## src/sss_pkg.sv

```systemverilog
`default_nettype none
package sss_pkg;
    // Register indexes on the plain register port
    localparam logic [3:0] ADDR_TX_CTRL = 4'h0;
    localparam logic [3:0] ADDR_RX_CTRL = 4'h1;
    localparam logic [3:0] ADDR_RX_DATA = 4'h2;
    localparam logic [3:0] ADDR_TX_DATA = 4'h3;
    localparam logic [3:0] ADDR_FLAGS = 4'h4;
    localparam logic [3:0] ADDR_PIE = 4'h5;
    localparam logic [3:0] ADDR_IRQ_CTRL = 4'h6;
    localparam logic [3:0] ADDR_EV_STAT = 4'h7;
    localparam logic [3:0] ADDR_EV_MASK = 4'h8;
    // Field positions
    localparam int TXC_CLK_SRC = 7;
    localparam int TXC_TXEN = 5;
    localparam int TXC_SYNC = 4;
    localparam int TXC_TRMT = 1;
    localparam int RXC_SPEN = 7;
    localparam int RXC_SINGLE_RX = 5;
    localparam int RXC_CONT_RX = 4;
    localparam int RXC_OERR = 1;
    localparam int FLG_RX_DONE = 5;
    localparam int FLG_TX_EMPTY = 4;
    localparam int PIE_RX = 5;
    localparam int PIE_TX = 4;
    localparam int IC_GLOBAL_EN = 7;
    localparam int IC_PERIPH_EN = 6;
    localparam int EV_RX = 0;
    localparam int EV_TX = 1;
    localparam int EV_OVR = 2;
    // Sizes, reset values and timing
    localparam int WORD_BITS = 8;
    localparam int RX_DEPTH = 2;
    localparam logic [7:0] REG_RESET = 8'h00;
    localparam logic [2:0] EV_RESET = 3'h0;
    localparam logic [13:0] ISR_VECTOR = 14'h0004;
    localparam int CLK_NS = 50;
    localparam int MASTER_HALF_NS = 200;
    localparam int MASTER_HALF_CYC = (MASTER_HALF_NS / CLK_NS) < 1 ? 1 : (MASTER_HALF_NS / CLK_NS);

    typedef struct packed {
        logic clock_source_select;
        logic txen;
        logic sync;
        logic spen;
        logic single_receive_enable;
        logic continuous_receive_enable;
    } sss_ctrl_t;

    typedef enum logic [2:0] {
        WK_RUN = 3'h1,
        WK_NEXT = 3'h2,
        WK_VECTOR = 3'h4
    } sss_wake_state_t;
endpackage : sss_pkg
`default_nettype wire

```

## src/sss_sync3.sv

```systemverilog
`default_nettype none
module sss_sync3 #(
    parameter int W = 2
) (
    // Clock and reset
    input wire logic sys_clk_i,
    input wire logic resetn_i,
    // Asynchronous levels in, filtered levels out
    input wire logic [W-1:0] async_i,
    output logic [W-1:0] level_o
);
    logic [W-1:0] s1;
    logic [W-1:0] s2;
    logic [W-1:0] s3;

    always_ff @(posedge sys_clk_i)
    begin
        if (!resetn_i)
        begin
            s1 <= '0;
            s2 <= '0;
            s3 <= '0;
        end
        else
        begin
            s1 <= async_i;
            s2 <= s1;
            s3 <= s2;
        end
    end

    // A change counts once the second and third stages agree
    for (genvar i = 0; i < W; i++)
    begin : g_bit
        always_ff @(posedge sys_clk_i)
        begin
            if (!resetn_i)
                level_o[i] <= 1'b0;
            else if (s2[i] == s3[i])
                level_o[i] <= s3[i];
        end
    end
endmodule : sss_sync3
`default_nettype wire

```

## src/sss_wake.sv

```systemverilog
`default_nettype none
module sss_wake (
    // Clock and reset
    input wire logic sys_clk_i,
    input wire logic resetn_i,
    // Processor state and requests
    input wire logic sleep_i,
    input wire logic wake_req_i,
    input wire logic global_en_i,
    // Wake sequence
    output logic wake_o,
    output logic resume_o,
    output logic isr_req_o,
    output logic [13:0] isr_addr_o
);
    sss_pkg::sss_wake_state_t state;

    always_ff @(posedge sys_clk_i)
    begin
        if (!resetn_i)
        begin
            state <= sss_pkg::WK_RUN;
            wake_o <= 1'b0;
            resume_o <= 1'b0;
            isr_req_o <= 1'b0;
            isr_addr_o <= 14'h0000;
        end
        else
        begin
            wake_o <= 1'b0;
            resume_o <= 1'b0;
            isr_req_o <= 1'b0;
            case (state)
                sss_pkg::WK_RUN:
                begin
                    if (sleep_i && wake_req_i)
                    begin
                        wake_o <= 1'b1;
                        state <= sss_pkg::WK_NEXT;
                    end
                end
                sss_pkg::WK_NEXT:
                begin
                    // Instruction after the sleep runs first
                    resume_o <= 1'b1;
                    state <= global_en_i ? sss_pkg::WK_VECTOR : sss_pkg::WK_RUN;
                end
                sss_pkg::WK_VECTOR:
                begin
                    isr_req_o <= 1'b1;
                    isr_addr_o <= sss_pkg::ISR_VECTOR;
                    state <= sss_pkg::WK_RUN;
                end
                default: state <= sss_pkg::WK_RUN;
            endcase
        end
    end
endmodule : sss_wake
`default_nettype wire

```

## src/sss_port.sv

```systemverilog
// Summary of operation
// - Sleep shifting continues only in slave mode
// - Master and async shifting need system clock
// - Slave shifters clocked only by pin clock
// - Data read pops buffer; flag clears empty
// - Slave receiver samples data on pin clock
// - Full received word sets flag, wakes core
// - Receive wake gated by receive enable
// - Resume next instruction, then vector if global
// - Transmit write clears empty flag, fills buffers
// - Slave transmitter drives data on pin clock
// - Word out: move pending byte, set flag
// - Buffer then takes another byte, clearing flag
// - Transmit wake needs transmit and peripheral enables
// - Sync select bit chooses synchronous operation
// - Cleared clock source makes port slave
// - Both receive enables clear with transmit enable set means transmitter
// - Completed word moves into receive data
`default_nettype none
module sss_port (
    // Clock and reset
    input wire logic sys_clk_i,
    input wire logic resetn_i,
    // Register port
    input wire logic [3:0] reg_addr_i,
    input wire logic [7:0] reg_wdata_i,
    input wire logic reg_wr_i,
    input wire logic reg_rd_i,
    output logic [7:0] reg_rdata_o,
    // Processor power state
    input wire logic sleep_i,
    output logic wake_o,
    output logic resume_o,
    output logic isr_req_o,
    output logic [13:0] isr_addr_o,
    output logic irq_o,
    // Serial clock pin
    input wire logic serial_clock_pin_i,
    output logic serial_clock_pin_o,
    output logic serial_clock_pin_oe_o,
    // Serial data pin
    input wire logic serial_data_pin_i,
    output logic serial_data_pin_o,
    output logic serial_data_pin_oe_o
);

    function automatic logic hit(input logic [3:0] addr, input logic [3:0] target);
        hit = (addr == target);
    endfunction : hit

    sss_pkg::sss_ctrl_t ctrl;
    logic pie_rx;
    logic pie_tx;
    logic global_en;
    logic periph_en;
    logic [2:0] ev_stat;
    logic [2:0] ev_mask;
    logic [1:0] pin_q;
    logic clk_prev;
    logic mclk;
    logic [2:0] mcnt;
    logic [7:0] rx_shift;
    logic [2:0] rcnt;
    logic [7:0] rx_mem [sss_pkg::RX_DEPTH];
    logic rx_wp;
    logic rx_rp;
    logic [1:0] rx_cnt;
    logic oerr;
    logic [7:0] tbuf;
    logic tbuf_full;
    logic [7:0] tx_shift;
    logic [2:0] tcnt;
    logic tx_shift_busy;
    logic wake_req_q;
    localparam logic [7:0] REG_ZERO = sss_pkg::REG_RESET;

    // Pin clock and data enter through three-stage filters
    sss_sync3 #(.W(2)) u_sync (
        .sys_clk_i(sys_clk_i),
        .resetn_i(resetn_i),
        .async_i({serial_data_pin_i, serial_clock_pin_i}),
        .level_o(pin_q)
    );

    logic slave;
    logic master;
    logic run;
    logic rx_mode;
    logic tx_mode;
    logic m_tick;
    logic fall_ev;
    logic rx_done;
    logic push;
    logic pop;
    logic move;
    logic rx_flag;
    logic tx_flag;
    logic wr_tx;
    logic [7:0] next_rx_shift;
    logic [7:0] next_rdata;

    assign slave = ctrl.spen && ctrl.sync && !ctrl.clock_source_select;
    assign master = ctrl.spen && ctrl.sync && ctrl.clock_source_select;
    assign run = slave || (master && !sleep_i);
    assign rx_mode = ctrl.single_receive_enable || ctrl.continuous_receive_enable;
    assign tx_mode = !rx_mode && ctrl.txen;
    assign m_tick = (mcnt == 3'(sss_pkg::MASTER_HALF_CYC - 1));
    // Slave edges come only from the pin; master edges from the divider
    assign fall_ev = run && (slave ? (clk_prev && !pin_q[0]) : (m_tick && mclk));
    assign next_rx_shift = {pin_q[1], rx_shift[7:1]};
    assign rx_done = fall_ev && rx_mode && (rcnt == 3'h7);
    assign push = rx_done && (rx_cnt != 2'(sss_pkg::RX_DEPTH));
    assign wr_tx = reg_wr_i && hit(reg_addr_i, sss_pkg::ADDR_TX_DATA);
    assign pop = reg_rd_i && hit(reg_addr_i, sss_pkg::ADDR_RX_DATA) && (rx_cnt != 2'h0);
    assign move = tbuf_full && !tx_shift_busy;
    assign rx_flag = (rx_cnt != 2'h0);
    assign tx_flag = !tbuf_full;

    // Control registers
    always_ff @(posedge sys_clk_i)
    begin
        if (!resetn_i)
        begin
            ctrl <= '0;
            pie_rx <= 1'b0;
            pie_tx <= 1'b0;
            global_en <= 1'b0;
            periph_en <= 1'b0;
            ev_mask <= sss_pkg::EV_RESET;
        end
        else if (reg_wr_i)
        begin
            if (hit(reg_addr_i, sss_pkg::ADDR_TX_CTRL))
            begin
                ctrl.clock_source_select <= reg_wdata_i[sss_pkg::TXC_CLK_SRC];
                ctrl.txen <= reg_wdata_i[sss_pkg::TXC_TXEN];
                ctrl.sync <= reg_wdata_i[sss_pkg::TXC_SYNC];
            end
            if (hit(reg_addr_i, sss_pkg::ADDR_RX_CTRL))
            begin
                ctrl.spen <= reg_wdata_i[sss_pkg::RXC_SPEN];
                ctrl.single_receive_enable <= reg_wdata_i[sss_pkg::RXC_SINGLE_RX];
                ctrl.continuous_receive_enable <= reg_wdata_i[sss_pkg::RXC_CONT_RX];
            end
            if (hit(reg_addr_i, sss_pkg::ADDR_PIE))
            begin
                pie_rx <= reg_wdata_i[sss_pkg::PIE_RX];
                pie_tx <= reg_wdata_i[sss_pkg::PIE_TX];
            end
            if (hit(reg_addr_i, sss_pkg::ADDR_IRQ_CTRL))
            begin
                global_en <= reg_wdata_i[sss_pkg::IC_GLOBAL_EN];
                periph_en <= reg_wdata_i[sss_pkg::IC_PERIPH_EN];
            end
            if (hit(reg_addr_i, sss_pkg::ADDR_EV_MASK))
                ev_mask <= reg_wdata_i[2:0];
        end
    end

    // Master clock divider and pin edge history
    always_ff @(posedge sys_clk_i)
    begin
        if (!resetn_i || !master)
        begin
            mcnt <= 3'h0;
            mclk <= 1'b0;
        end
        else if (!sleep_i)
        begin
            mcnt <= m_tick ? 3'h0 : mcnt + 3'h1;
            if (m_tick)
                mclk <= !mclk;
        end
    end

    always_ff @(posedge sys_clk_i)
    begin
        if (!resetn_i)
            clk_prev <= 1'b0;
        else
            clk_prev <= pin_q[0];
    end

    // Receive shifter samples the data pin on falling clock edges
    always_ff @(posedge sys_clk_i)
    begin
        if (!resetn_i || !ctrl.spen || !rx_mode)
        begin
            rx_shift <= REG_ZERO;
            rcnt <= 3'h0;
        end
        else if (fall_ev)
        begin
            rx_shift <= next_rx_shift;
            rcnt <= rcnt + 3'h1;
        end
    end

    // Two-entry receive buffer; a word arriving when full is an overrun
    always_ff @(posedge sys_clk_i)
    begin
        if (!resetn_i || !ctrl.spen)
        begin
            rx_wp <= 1'b0;
            rx_rp <= 1'b0;
            rx_cnt <= 2'h0;
            for (int i = 0; i < sss_pkg::RX_DEPTH; i++)
                rx_mem[i] <= REG_ZERO;
        end
        else
        begin
            if (push)
            begin
                rx_mem[rx_wp] <= next_rx_shift;
                rx_wp <= !rx_wp;
            end
            if (pop)
                rx_rp <= !rx_rp;
            rx_cnt <= rx_cnt + 2'(push) - 2'(pop);
        end
    end

    always_ff @(posedge sys_clk_i)
    begin
        if (!resetn_i || !ctrl.spen || !ctrl.continuous_receive_enable)
            oerr <= 1'b0;
        else if (rx_done && !push)
            oerr <= 1'b1;
    end

    // Transmit buffer: a write fills it, the shifter drains it
    always_ff @(posedge sys_clk_i)
    begin
        if (!resetn_i || !ctrl.spen)
        begin
            tbuf <= REG_ZERO;
            tbuf_full <= 1'b0;
        end
        else if (wr_tx)
        begin
            tbuf <= reg_wdata_i;
            tbuf_full <= 1'b1;
        end
        else if (move)
            tbuf_full <= 1'b0;
    end

    always_ff @(posedge sys_clk_i)
    begin
        if (!resetn_i || !ctrl.spen)
        begin
            tx_shift <= REG_ZERO;
            tcnt <= 3'h0;
            tx_shift_busy <= 1'b0;
        end
        else if (move)
        begin
            tx_shift <= tbuf;
            tcnt <= 3'h0;
            tx_shift_busy <= 1'b1;
        end
        else if (fall_ev && tx_mode && tx_shift_busy)
        begin
            tx_shift <= {1'b0, tx_shift[7:1]};
            tcnt <= tcnt + 3'h1;
            if (tcnt == 3'h7)
                tx_shift_busy <= 1'b0;
        end
    end

    // Pin drivers
    always_ff @(posedge sys_clk_i)
    begin
        if (!resetn_i)
        begin
            serial_clock_pin_o <= 1'b0;
            serial_clock_pin_oe_o <= 1'b0;
            serial_data_pin_o <= 1'b0;
            serial_data_pin_oe_o <= 1'b0;
        end
        else
        begin
            serial_clock_pin_o <= mclk;
            serial_clock_pin_oe_o <= master;
            serial_data_pin_o <= tx_shift[0];
            serial_data_pin_oe_o <= ctrl.spen && ctrl.sync && tx_mode;
        end
    end

    // Sticky events, write one to clear; a new event beats the clear
    always_ff @(posedge sys_clk_i)
    begin
        if (!resetn_i)
        begin
            ev_stat <= sss_pkg::EV_RESET;
            irq_o <= 1'b0;
        end
        else
        begin
            ev_stat <= (ev_stat & ~((reg_wr_i && hit(reg_addr_i, sss_pkg::ADDR_EV_STAT)) ? reg_wdata_i[2:0] : 3'h0))
                | {rx_done && !push, move, push};
            irq_o <= |(ev_stat & ev_mask);
        end
    end

    // Wake request registered before it enters the wake sequencer
    always_ff @(posedge sys_clk_i)
    begin
        if (!resetn_i)
            wake_req_q <= 1'b0;
        else
            wake_req_q <= (rx_flag && pie_rx) || (tx_flag && pie_tx && periph_en);
    end

    sss_wake u_wake (
        .sys_clk_i(sys_clk_i),
        .resetn_i(resetn_i),
        .sleep_i(sleep_i),
        .wake_req_i(wake_req_q),
        .global_en_i(global_en),
        .wake_o(wake_o),
        .resume_o(resume_o),
        .isr_req_o(isr_req_o),
        .isr_addr_o(isr_addr_o)
    );

    // Register read, data valid one cycle after the strobe
    always_comb
    begin
        next_rdata = 8'h00;
        case (reg_addr_i)
            sss_pkg::ADDR_TX_CTRL:
                next_rdata = (8'(ctrl.clock_source_select) << sss_pkg::TXC_CLK_SRC)
                    | (8'(ctrl.txen) << sss_pkg::TXC_TXEN) | (8'(ctrl.sync) << sss_pkg::TXC_SYNC)
                    | (8'(!tx_shift_busy) << sss_pkg::TXC_TRMT);
            sss_pkg::ADDR_RX_CTRL:
                next_rdata = (8'(ctrl.spen) << sss_pkg::RXC_SPEN)
                    | (8'(ctrl.single_receive_enable) << sss_pkg::RXC_SINGLE_RX)
                    | (8'(ctrl.continuous_receive_enable) << sss_pkg::RXC_CONT_RX) | (8'(oerr) << sss_pkg::RXC_OERR);
            sss_pkg::ADDR_RX_DATA: next_rdata = rx_mem[rx_rp];
            sss_pkg::ADDR_FLAGS:
                next_rdata = (8'(rx_flag) << sss_pkg::FLG_RX_DONE) | (8'(tx_flag) << sss_pkg::FLG_TX_EMPTY);
            sss_pkg::ADDR_PIE: next_rdata = (8'(pie_rx) << sss_pkg::PIE_RX) | (8'(pie_tx) << sss_pkg::PIE_TX);
            sss_pkg::ADDR_IRQ_CTRL:
                next_rdata = (8'(global_en) << sss_pkg::IC_GLOBAL_EN) | (8'(periph_en) << sss_pkg::IC_PERIPH_EN);
            sss_pkg::ADDR_EV_STAT: next_rdata = {5'h00, ev_stat};
            sss_pkg::ADDR_EV_MASK: next_rdata = {5'h00, ev_mask};
            default: next_rdata = 8'h00;
        endcase
    end

    always_ff @(posedge sys_clk_i)
    begin
        if (!resetn_i)
            reg_rdata_o <= 8'h00;
        else
            reg_rdata_o <= reg_rd_i ? next_rdata : 8'h00;
    end
endmodule : sss_port
`default_nettype wire

```

## config.mk

```make
export PLATFORM = sky130hd
export DESIGN_NAME = sss_port
export DESIGN_NICKNAME = d
export VERILOG_FILES = /design/src/sss_pkg.sv /design/src/sss_sync3.sv /design/src/sss_wake.sv /design/src/sss_port.sv
export SDC_FILE = /design/constraint.sdc
export NUM_CORES = 1
export LEC_CHECK = 0
export ABC_CLOCK_PERIOD_IN_PS = 6650
export BUFFER_PORTS_ARGS = -buffer_cell sky130_fd_sc_hd__buf_2
export CAP_MARGIN = 5
export CORE_AREA = 2 2 92 183
export CTS_CLUSTER_SIZE = 24
export DETAILED_ROUTE_END_ITERATION = 10
export DIE_AREA = 0 0 94 185
export SETUP_SLACK_MARGIN = 0.1
export SYNTH_ARGS = -nofsm -noshare
export SYNTH_HDL_FRONTEND = slang
export SYNTH_HIERARCHICAL = 1
export SYNTH_SLANG_ARGS = --single-unit
```

## constraint.sdc

```tcl
create_clock -name sys_clk_i -period 6.65 [get_ports sys_clk_i]
set_input_delay 1.995 -clock sys_clk_i [delete_from_list [all_inputs] [get_ports sys_clk_i]]
set_output_delay 1.995 -clock sys_clk_i [all_outputs]
set_load 0.02 [all_outputs]
```

== Yosys cells after proc, flatten, opt, wreduce, memory -nomap -nowiden ==
Memory sizes are Yosys's and may differ from the RTL's. A register that Yosys moved wholly into a read port is not among the register bits.
Cells that the tools add are included.

* Flip-flop bits (word level): 87
* RAM bits: 16
* Output and inout port bits: 30
* Word-level logic and storage cells: 170
* Memories: 1

{| class="wikitable"
|+ Memory list
! memory !! depth !! width !! rd ports !! clocked after Yosys merged registers in !! wr ports !! line !! source
|-
| rx_mem || 2 || 8 || 1 || 1 || 2 || sss_port.sv:64 || <nowiki>logic [7:0] rx_mem [sss_pkg::RX_DEPTH];</nowiki>
|}

* Add/sub/neg operators: 5
* Eq/ne operators: 18
* Muxes and demuxes: 27
* Bitwise gates (word level): 14
* Reductions and logical operators: 62

{| class="wikitable"
|+ Operators with widths
! cell !! number
|-
| case mux 8 bit (8 select lines) || 1
|-
| logical AND 1 bit || 24
|-
| two-way mux 8 bit || 3
|-
| two-way mux 1 bit || 18
|-
| AND reduction 2 bit || 9
|-
| equality test 4 x 3 -> 1 bit, second input constant || 4
|-
| bitwise OR 8 x 2 -> 8 bit || 2
|-
| bitwise OR 8 x 5 -> 8 bit || 2
|-
| bitwise OR 8 x 6 -> 8 bit || 2
|-
| logical NOT 1 bit || 14
|-
| two-way mux 3 bit || 4
|-
| bitwise OR 6 x 5 -> 6 bit || 2
|-
| adder 3 x 1 -> 3 bit, second input constant || 3
|-
| equality test 3 bit, second input constant || 3
|-
| equality test 4 x 2 -> 1 bit, second input constant || 2
|-
| bitwise OR 8 x 7 -> 8 bit || 1
|-
| nonzero test 2 bit || 4
|-
| OR reduction 8 bit || 1
|-
| logical OR 1 bit || 7
|-
| bitwise AND 3 bit || 2
|-
| equality test 3 x 2 -> 1 bit, second input constant || 2
|-
| case mux 3 bit (2 select lines) || 1
|-
| equality test 4 x 1 -> 1 bit, second input constant || 1
|-
| equality test 4 bit, second input constant || 1
|-
| other kinds (12) || 13
|}

== Longest topological paths before layout ==
* Word-level depth: 13
* Gate-level depth with buffers: 8

== Modules after synthesis ==
The synthesis kept the hierarchy.

{| class="wikitable"
|+ By module, submodules not included
! module !! times used !! cells each !! area an instance (um^2) !! seq. area each (um^2)
|-
| sss_port || 1 || 361 || 3,681.0 || 1,921.8
|-
| sss_wake || 1 || 29 || 317.8 || 140.1
|-
| sss_sync3 || 1 || 20 || 237.7 || 160.2
|}

== Worst setup path after synthesis ==
No wires, ideal clock.

* Kind: input port to flip-flop
* Start: input sleep_i
* End: memory rx_mem[0][0] (enable)
* Data arrival time: 3,659 ps
* Path slack: 2,607 ps
* Stages on the path: 5
* Cells stage by stage: or3b_4 > o22a_4 > nor3b_4 > inv_1 > o21ai_0

{| class="wikitable"
|+ RTL lines
! element !! line !! source
|-
| from (decl) || sss_port.sv:31 || <nowiki>input wire logic sleep_i,</nowiki>
|-
| to (decl) || sss_port.sv:64 ||
|}

==> metrics list <==
* Max-slew headroom: between 10% and 20%
- RSZ-0062 raised after global routing: false
- Min-Delay Path Depth: 1
- Number of antenna violations at the first check in global routing: 0
- Once layout is done, the placed cells without fillers occupy slightly below 5000 sq um.
- Using the TritonRoute via totals, the vias-per-cell ratio works out to about 4.5.
* Clock latency on the worst-skew pair: 0.34 ns
- For this run, the post-layout net count is roughly 460.
- Of the cells placed in the final design, the portion with a size suffix greater than 1 is between 15 and 20%.
- Share of total power in combinational logic: 3.2%
* P_int: slightly above 0.9 mW
* Wire length of the first global-routing pass: roughly 13000 microns
* Mean cell area of the mapped netlist: between 10 and 15 sq um
* Cells after Synth: ~400
- In this design, the largest share of critical-path delay is due to compound AO/OA/AOI/OAI gates.
- Number of setup violations in the final report: 0
- Counting tap cells, the placed design contains a total of between 600 and 700 instances.
* Critical setup path kind: in -> reg
- Port buffer count: 35
* Cells taking the most area after synthesis: sky130_fd_sc_hd__dfxtp_1 41%, sky130_fd_sc_hd__edfxtp_1 11%, sky130_fd_sc_hd__mux2i_1 7.3%
- Yosys top cell area share: between 40% and 50%
- Buffers inserted during clock tree synthesis total 9.
* Drc violations: 0
- TritonCTS clock tree: done
* End of the worst register-to-register path: rx_mem[0][6]$_SDFFCE_PN0P_
- Worst hold slack: around 0.45 ns
- Clock network power share: 42.8%
- Share of the clock period used by the worst path after layout: between 60% and 70%
- Once placement finished, the instance area stood at around 4600 sq um.
- Worst clock skew: ~0.0053 ns
- The run finished with clean final reports.
- Number of max-cap violations: 0
- Core outline area: 16100 sq um
* Power per Cell Area: roughly 240 nW/um^2
- R2R depth: 6
* Max stage delay cell, worst path: sky130_fd_sc_hd__o21ai_0
- VDD sags by at most around 0.00014 V.
- Clock-pin slew was measured on the worst setup and hold paths at roughly 0.06 ns.
* Yosys top cell by area: sky130_fd_sc_hd__dfxtp_1
* First-pass iteration count of the detailed router: 5
- The most used flip-flop cell after synthesis is sky130_fd_sc_hd__dfxtp_1.
- Critical Path End Type: flop
- Register share of total power: approximately 54%
- The synthesized netlist contains 52 unique library cells.
* FF+latch count, synth: 103
- CP cell instances: buf_2, or3b_4, o22a_4, nor3b_4, inv_1, o21ai_0
- Area growth, synth to finish: 14.4%
- The worst register-to-register path has a setup slack of around 3.7 ns.
- Die area: ~17000 sq um
- Ranking of synthesized cells by instance count: 87 x sky130_fd_sc_hd__dfxtp_1, 35 x sky130_fd_sc_hd__nor2_1, 33 x sky130_fd_sc_hd__nand2_1, 31 x sky130_fd_sc_hd__mux2i_1, 22 x sky130_fd_sc_hd__and2_1
* Worst Path Max Fanout: 15
- Starting density of the core: a little over a quarter
- Max Transition Viols Final: 0
* Minimum clock period: 4.24 ns
- Fraction of registers with async set or reset after synthesis: 0%
* Detailed-route wire length: a little over 8000 microns
- The initialized floorplan defines between 60 and 70 standard-cell rows.
- STA classifies the critical path startpoint as a primary input.
- The completed layout was analyzed and its total power is around 1.2 mW.
- Number of endpoints with negative hold slack in the final report: 0
- Leakage component of the power: about 2.0 nW
- Netlist Area Pre-Place: around 4200 sq um
* Warning count from the yosys run: 6
* Aggregate global routing overflow: 0
* Chip height: roughly 190 microns
- Number of instances resized during post-cts repair: 0
* Diode insertion count for antenna repair: 0
* Detail Placement HPWL: 5620 microns
* Fill cell instance count of the final layout: around 1700
* Largest net degree at the start of global routing: 38
- Across all layers, the routed design uses 2913 vias.
- Number of synthesized flops with an enable pin: 16
* Clock root cell: sky130_fd_sc_hd__clkbuf_16
- CTS saw roughly 100 sinks.
* CP required: 6.61 ns
- After clock tree synthesis, the setup repair step added 0 buffers.
- Derived from the worst setup path, the maximum achievable clock frequency is approximately 240 MHz.
- Origin of the worst min-delay path: u_sync/s1[1]$_SDFF_PN0_
- Sequential fraction of the synthesis area: 52.5%
* Share of total power consumed by net switching: between 20% and 30%
- H-Tree Depth: 3
* Setup tns final: 0 ns
* Arrival time worst endpoint: about 4.2 ns
- Reg-to-reg critical path startpoint: mcnt[0]$_SDFFE_PP0N_
- The count of nets left with antenna violations once routing finished came out at 0.
- Counting both buffers and inverters, the worst setup path holds a total of 2.
* Longest Clk Path Bufs: 2
* Number of DRC markers after the initial detailed-route iteration: between 100 and 150
* Hold-critical path endpoint: u_sync/s2[1]$_SDFF_PN0_
- The number of global-route vias before repair was between 2000 and 3000.
* Routed len/inst: ~13 microns
* Pin slew with the least headroom to its limit: ~1.2 ns
- Leaving out filler cells and counting taps, the final layout contains 648.
- The most common cell in the synthesized netlist is sky130_fd_sc_hd__dfxtp_1.
- Hold WC Path Type: reg -> reg
* Longest individual stage delay on the worst path: 0.87 ns
- In the global route stage, overall resource usage came out at under 10%.
* Number of top-level design ports: 49
- Buffers inserted to repair hold after CTS numbered 0.
- Routability Congestion: 0.834
* Die outline width: between 90 and 100 microns
- Switching Power: roughly 0.24 mW
-- flip-flops by register name, indices dropped and copies added, names as in the netlist, 2 cells and up, named ones only --
| register | flops |
|---|---|
| tx_shift | 8 |
| tcnt | 3 |
| u_wake/state | 3 |
| u_sync/level_o | 2 |
| ev_mask | 3 |
| reg_rdata_o | 8 |
| rcnt | 3 |
| u_sync/s1 | 2 |
| rx_mem | 16 |
| tbuf | 8 |
| rx_shift | 7 |
| ev_stat | 3 |
| mcnt | 3 |
| rx_cnt | 2 |
| u_sync/s3 | 2 |
| u_sync/s2 | 2 |
| ctrl | 6 |
-- worst reg2reg max path, delay by kind of cell (launching register included) --
family | cells | cell delay (ns)
AO/OA/AOI/OAI | 2 | 1.23
adder cells (fa/ha/maj) | 1 | 0.17
buffers and inverters | 1 | 0.06
flip-flops | 1 | 0.36
AND/OR/NAND/NOR | 2 | 0.76
-- worst max path at each step --
stage | slack (ns) | depth (start not counted) | endpoint | from
4_1_cts | 2.37 | 6 | rx_mem[0][7]$_SDFFCE_PN0P_ | sleep_i
5_1_grt | 2.22 | 6 | rx_mem[0][4]$_SDFFCE_PN0P_ | sleep_i
3_3_place_gp | 2.12 | 6 | rx_mem[0][1]$_SDFFCE_PN0P_ | sleep_i
6_report | 2.41 | 6 | rx_mem[0][6]$_SDFFCE_PN0P_ | sleep_i
3_5_place_dp | 2.08 | 6 | rx_mem[0][4]$_SDFFCE_PN0P_ | sleep_i
2_1_floorplan | 2.61 | 5 | rx_mem[0][0]$_SDFFCE_PN0P_ | sleep_i
-- power groups by stage --
stage                     clock network, mW  registers (mW)  logic (mW)
final                                 0.502           0.635      0.0370
after global routing                  0.549           0.635      0.0405
after CTS                             0.517           0.635      0.0371
after detailed placement                  0           0.649      0.0370
after global placement                    0           0.649      0.0369
after floorplan                           0           0.649      0.0294
-- cell usage in the layout, fill, tap and decap left out, types with 6 or more instances in the layout --
cell type	n
sky130_fd_sc_hd__a21boi_0	13
sky130_fd_sc_hd__a21oi_1	17
sky130_fd_sc_hd__a22oi_1	6
sky130_fd_sc_hd__and2_1	22
sky130_fd_sc_hd__and2_2	6
sky130_fd_sc_hd__buf_2	35
sky130_fd_sc_hd__clkbuf_16	10
sky130_fd_sc_hd__conb_1	13
sky130_fd_sc_hd__dfxtp_1	87
sky130_fd_sc_hd__edfxtp_1	16
sky130_fd_sc_hd__ha_1	6
sky130_fd_sc_hd__inv_1	7
sky130_fd_sc_hd__mux2_2	7
sky130_fd_sc_hd__mux2i_1	31
sky130_fd_sc_hd__nand2_1	33
sky130_fd_sc_hd__nand3_1	13
sky130_fd_sc_hd__nor2_1	35
sky130_fd_sc_hd__nor2b_1	6
sky130_fd_sc_hd__o21ai_0	17
-- per-layer routing --
layer  track usage, %  wire [microns]  vias to the layer above
met1             13.6            4000                     1377
met2             14.7            3690                       62
met5                0               0                        -
met3             3.17             423                       10
li1                 -               -                     1464
met4             2.78              95                        0
-- cells by family (layout without fill, tap and decap cells) --
kind of cell / count (synthesis) / in the layout / synth area share, %
and+or+nand+nor: 149 / 149 / 19.9
muxes: 38 / 38 / 9.19
buffers and inverters: 36 / 58 / 4.40
adders and majority gates: 6 / 6 / 1.77
AOI/OAI and AO/OA: 71 / 71 / 10.9
other: 1 / 13 / 0.0885
DFF: 103 / 103 / 52.5
xor gates and xnor gates: 6 / 6 / 1.24
-- metrics by stage --
stage               worst slack [ns]  util (%)
global route                    2.22      30.1
detailed placement              2.08      28.3
CTS                             2.37      30.1
finish                          2.41      30.1
global placement                2.12      28.3
floorplan                       2.61         -
-- cell type report --
type	count	area (sq um)	area share, %
clock buffer	13	272	5.60
sequential	103	2220	45.9
timing repair buffer	36	183	3.77
clock inverter	3	17.5	0.362
multi-input combinational	283	1870	38.7
tap	204	255	5.27
inverter	6	22.5	0.465
No activity file was read; power rests on OpenSTA's default activity.
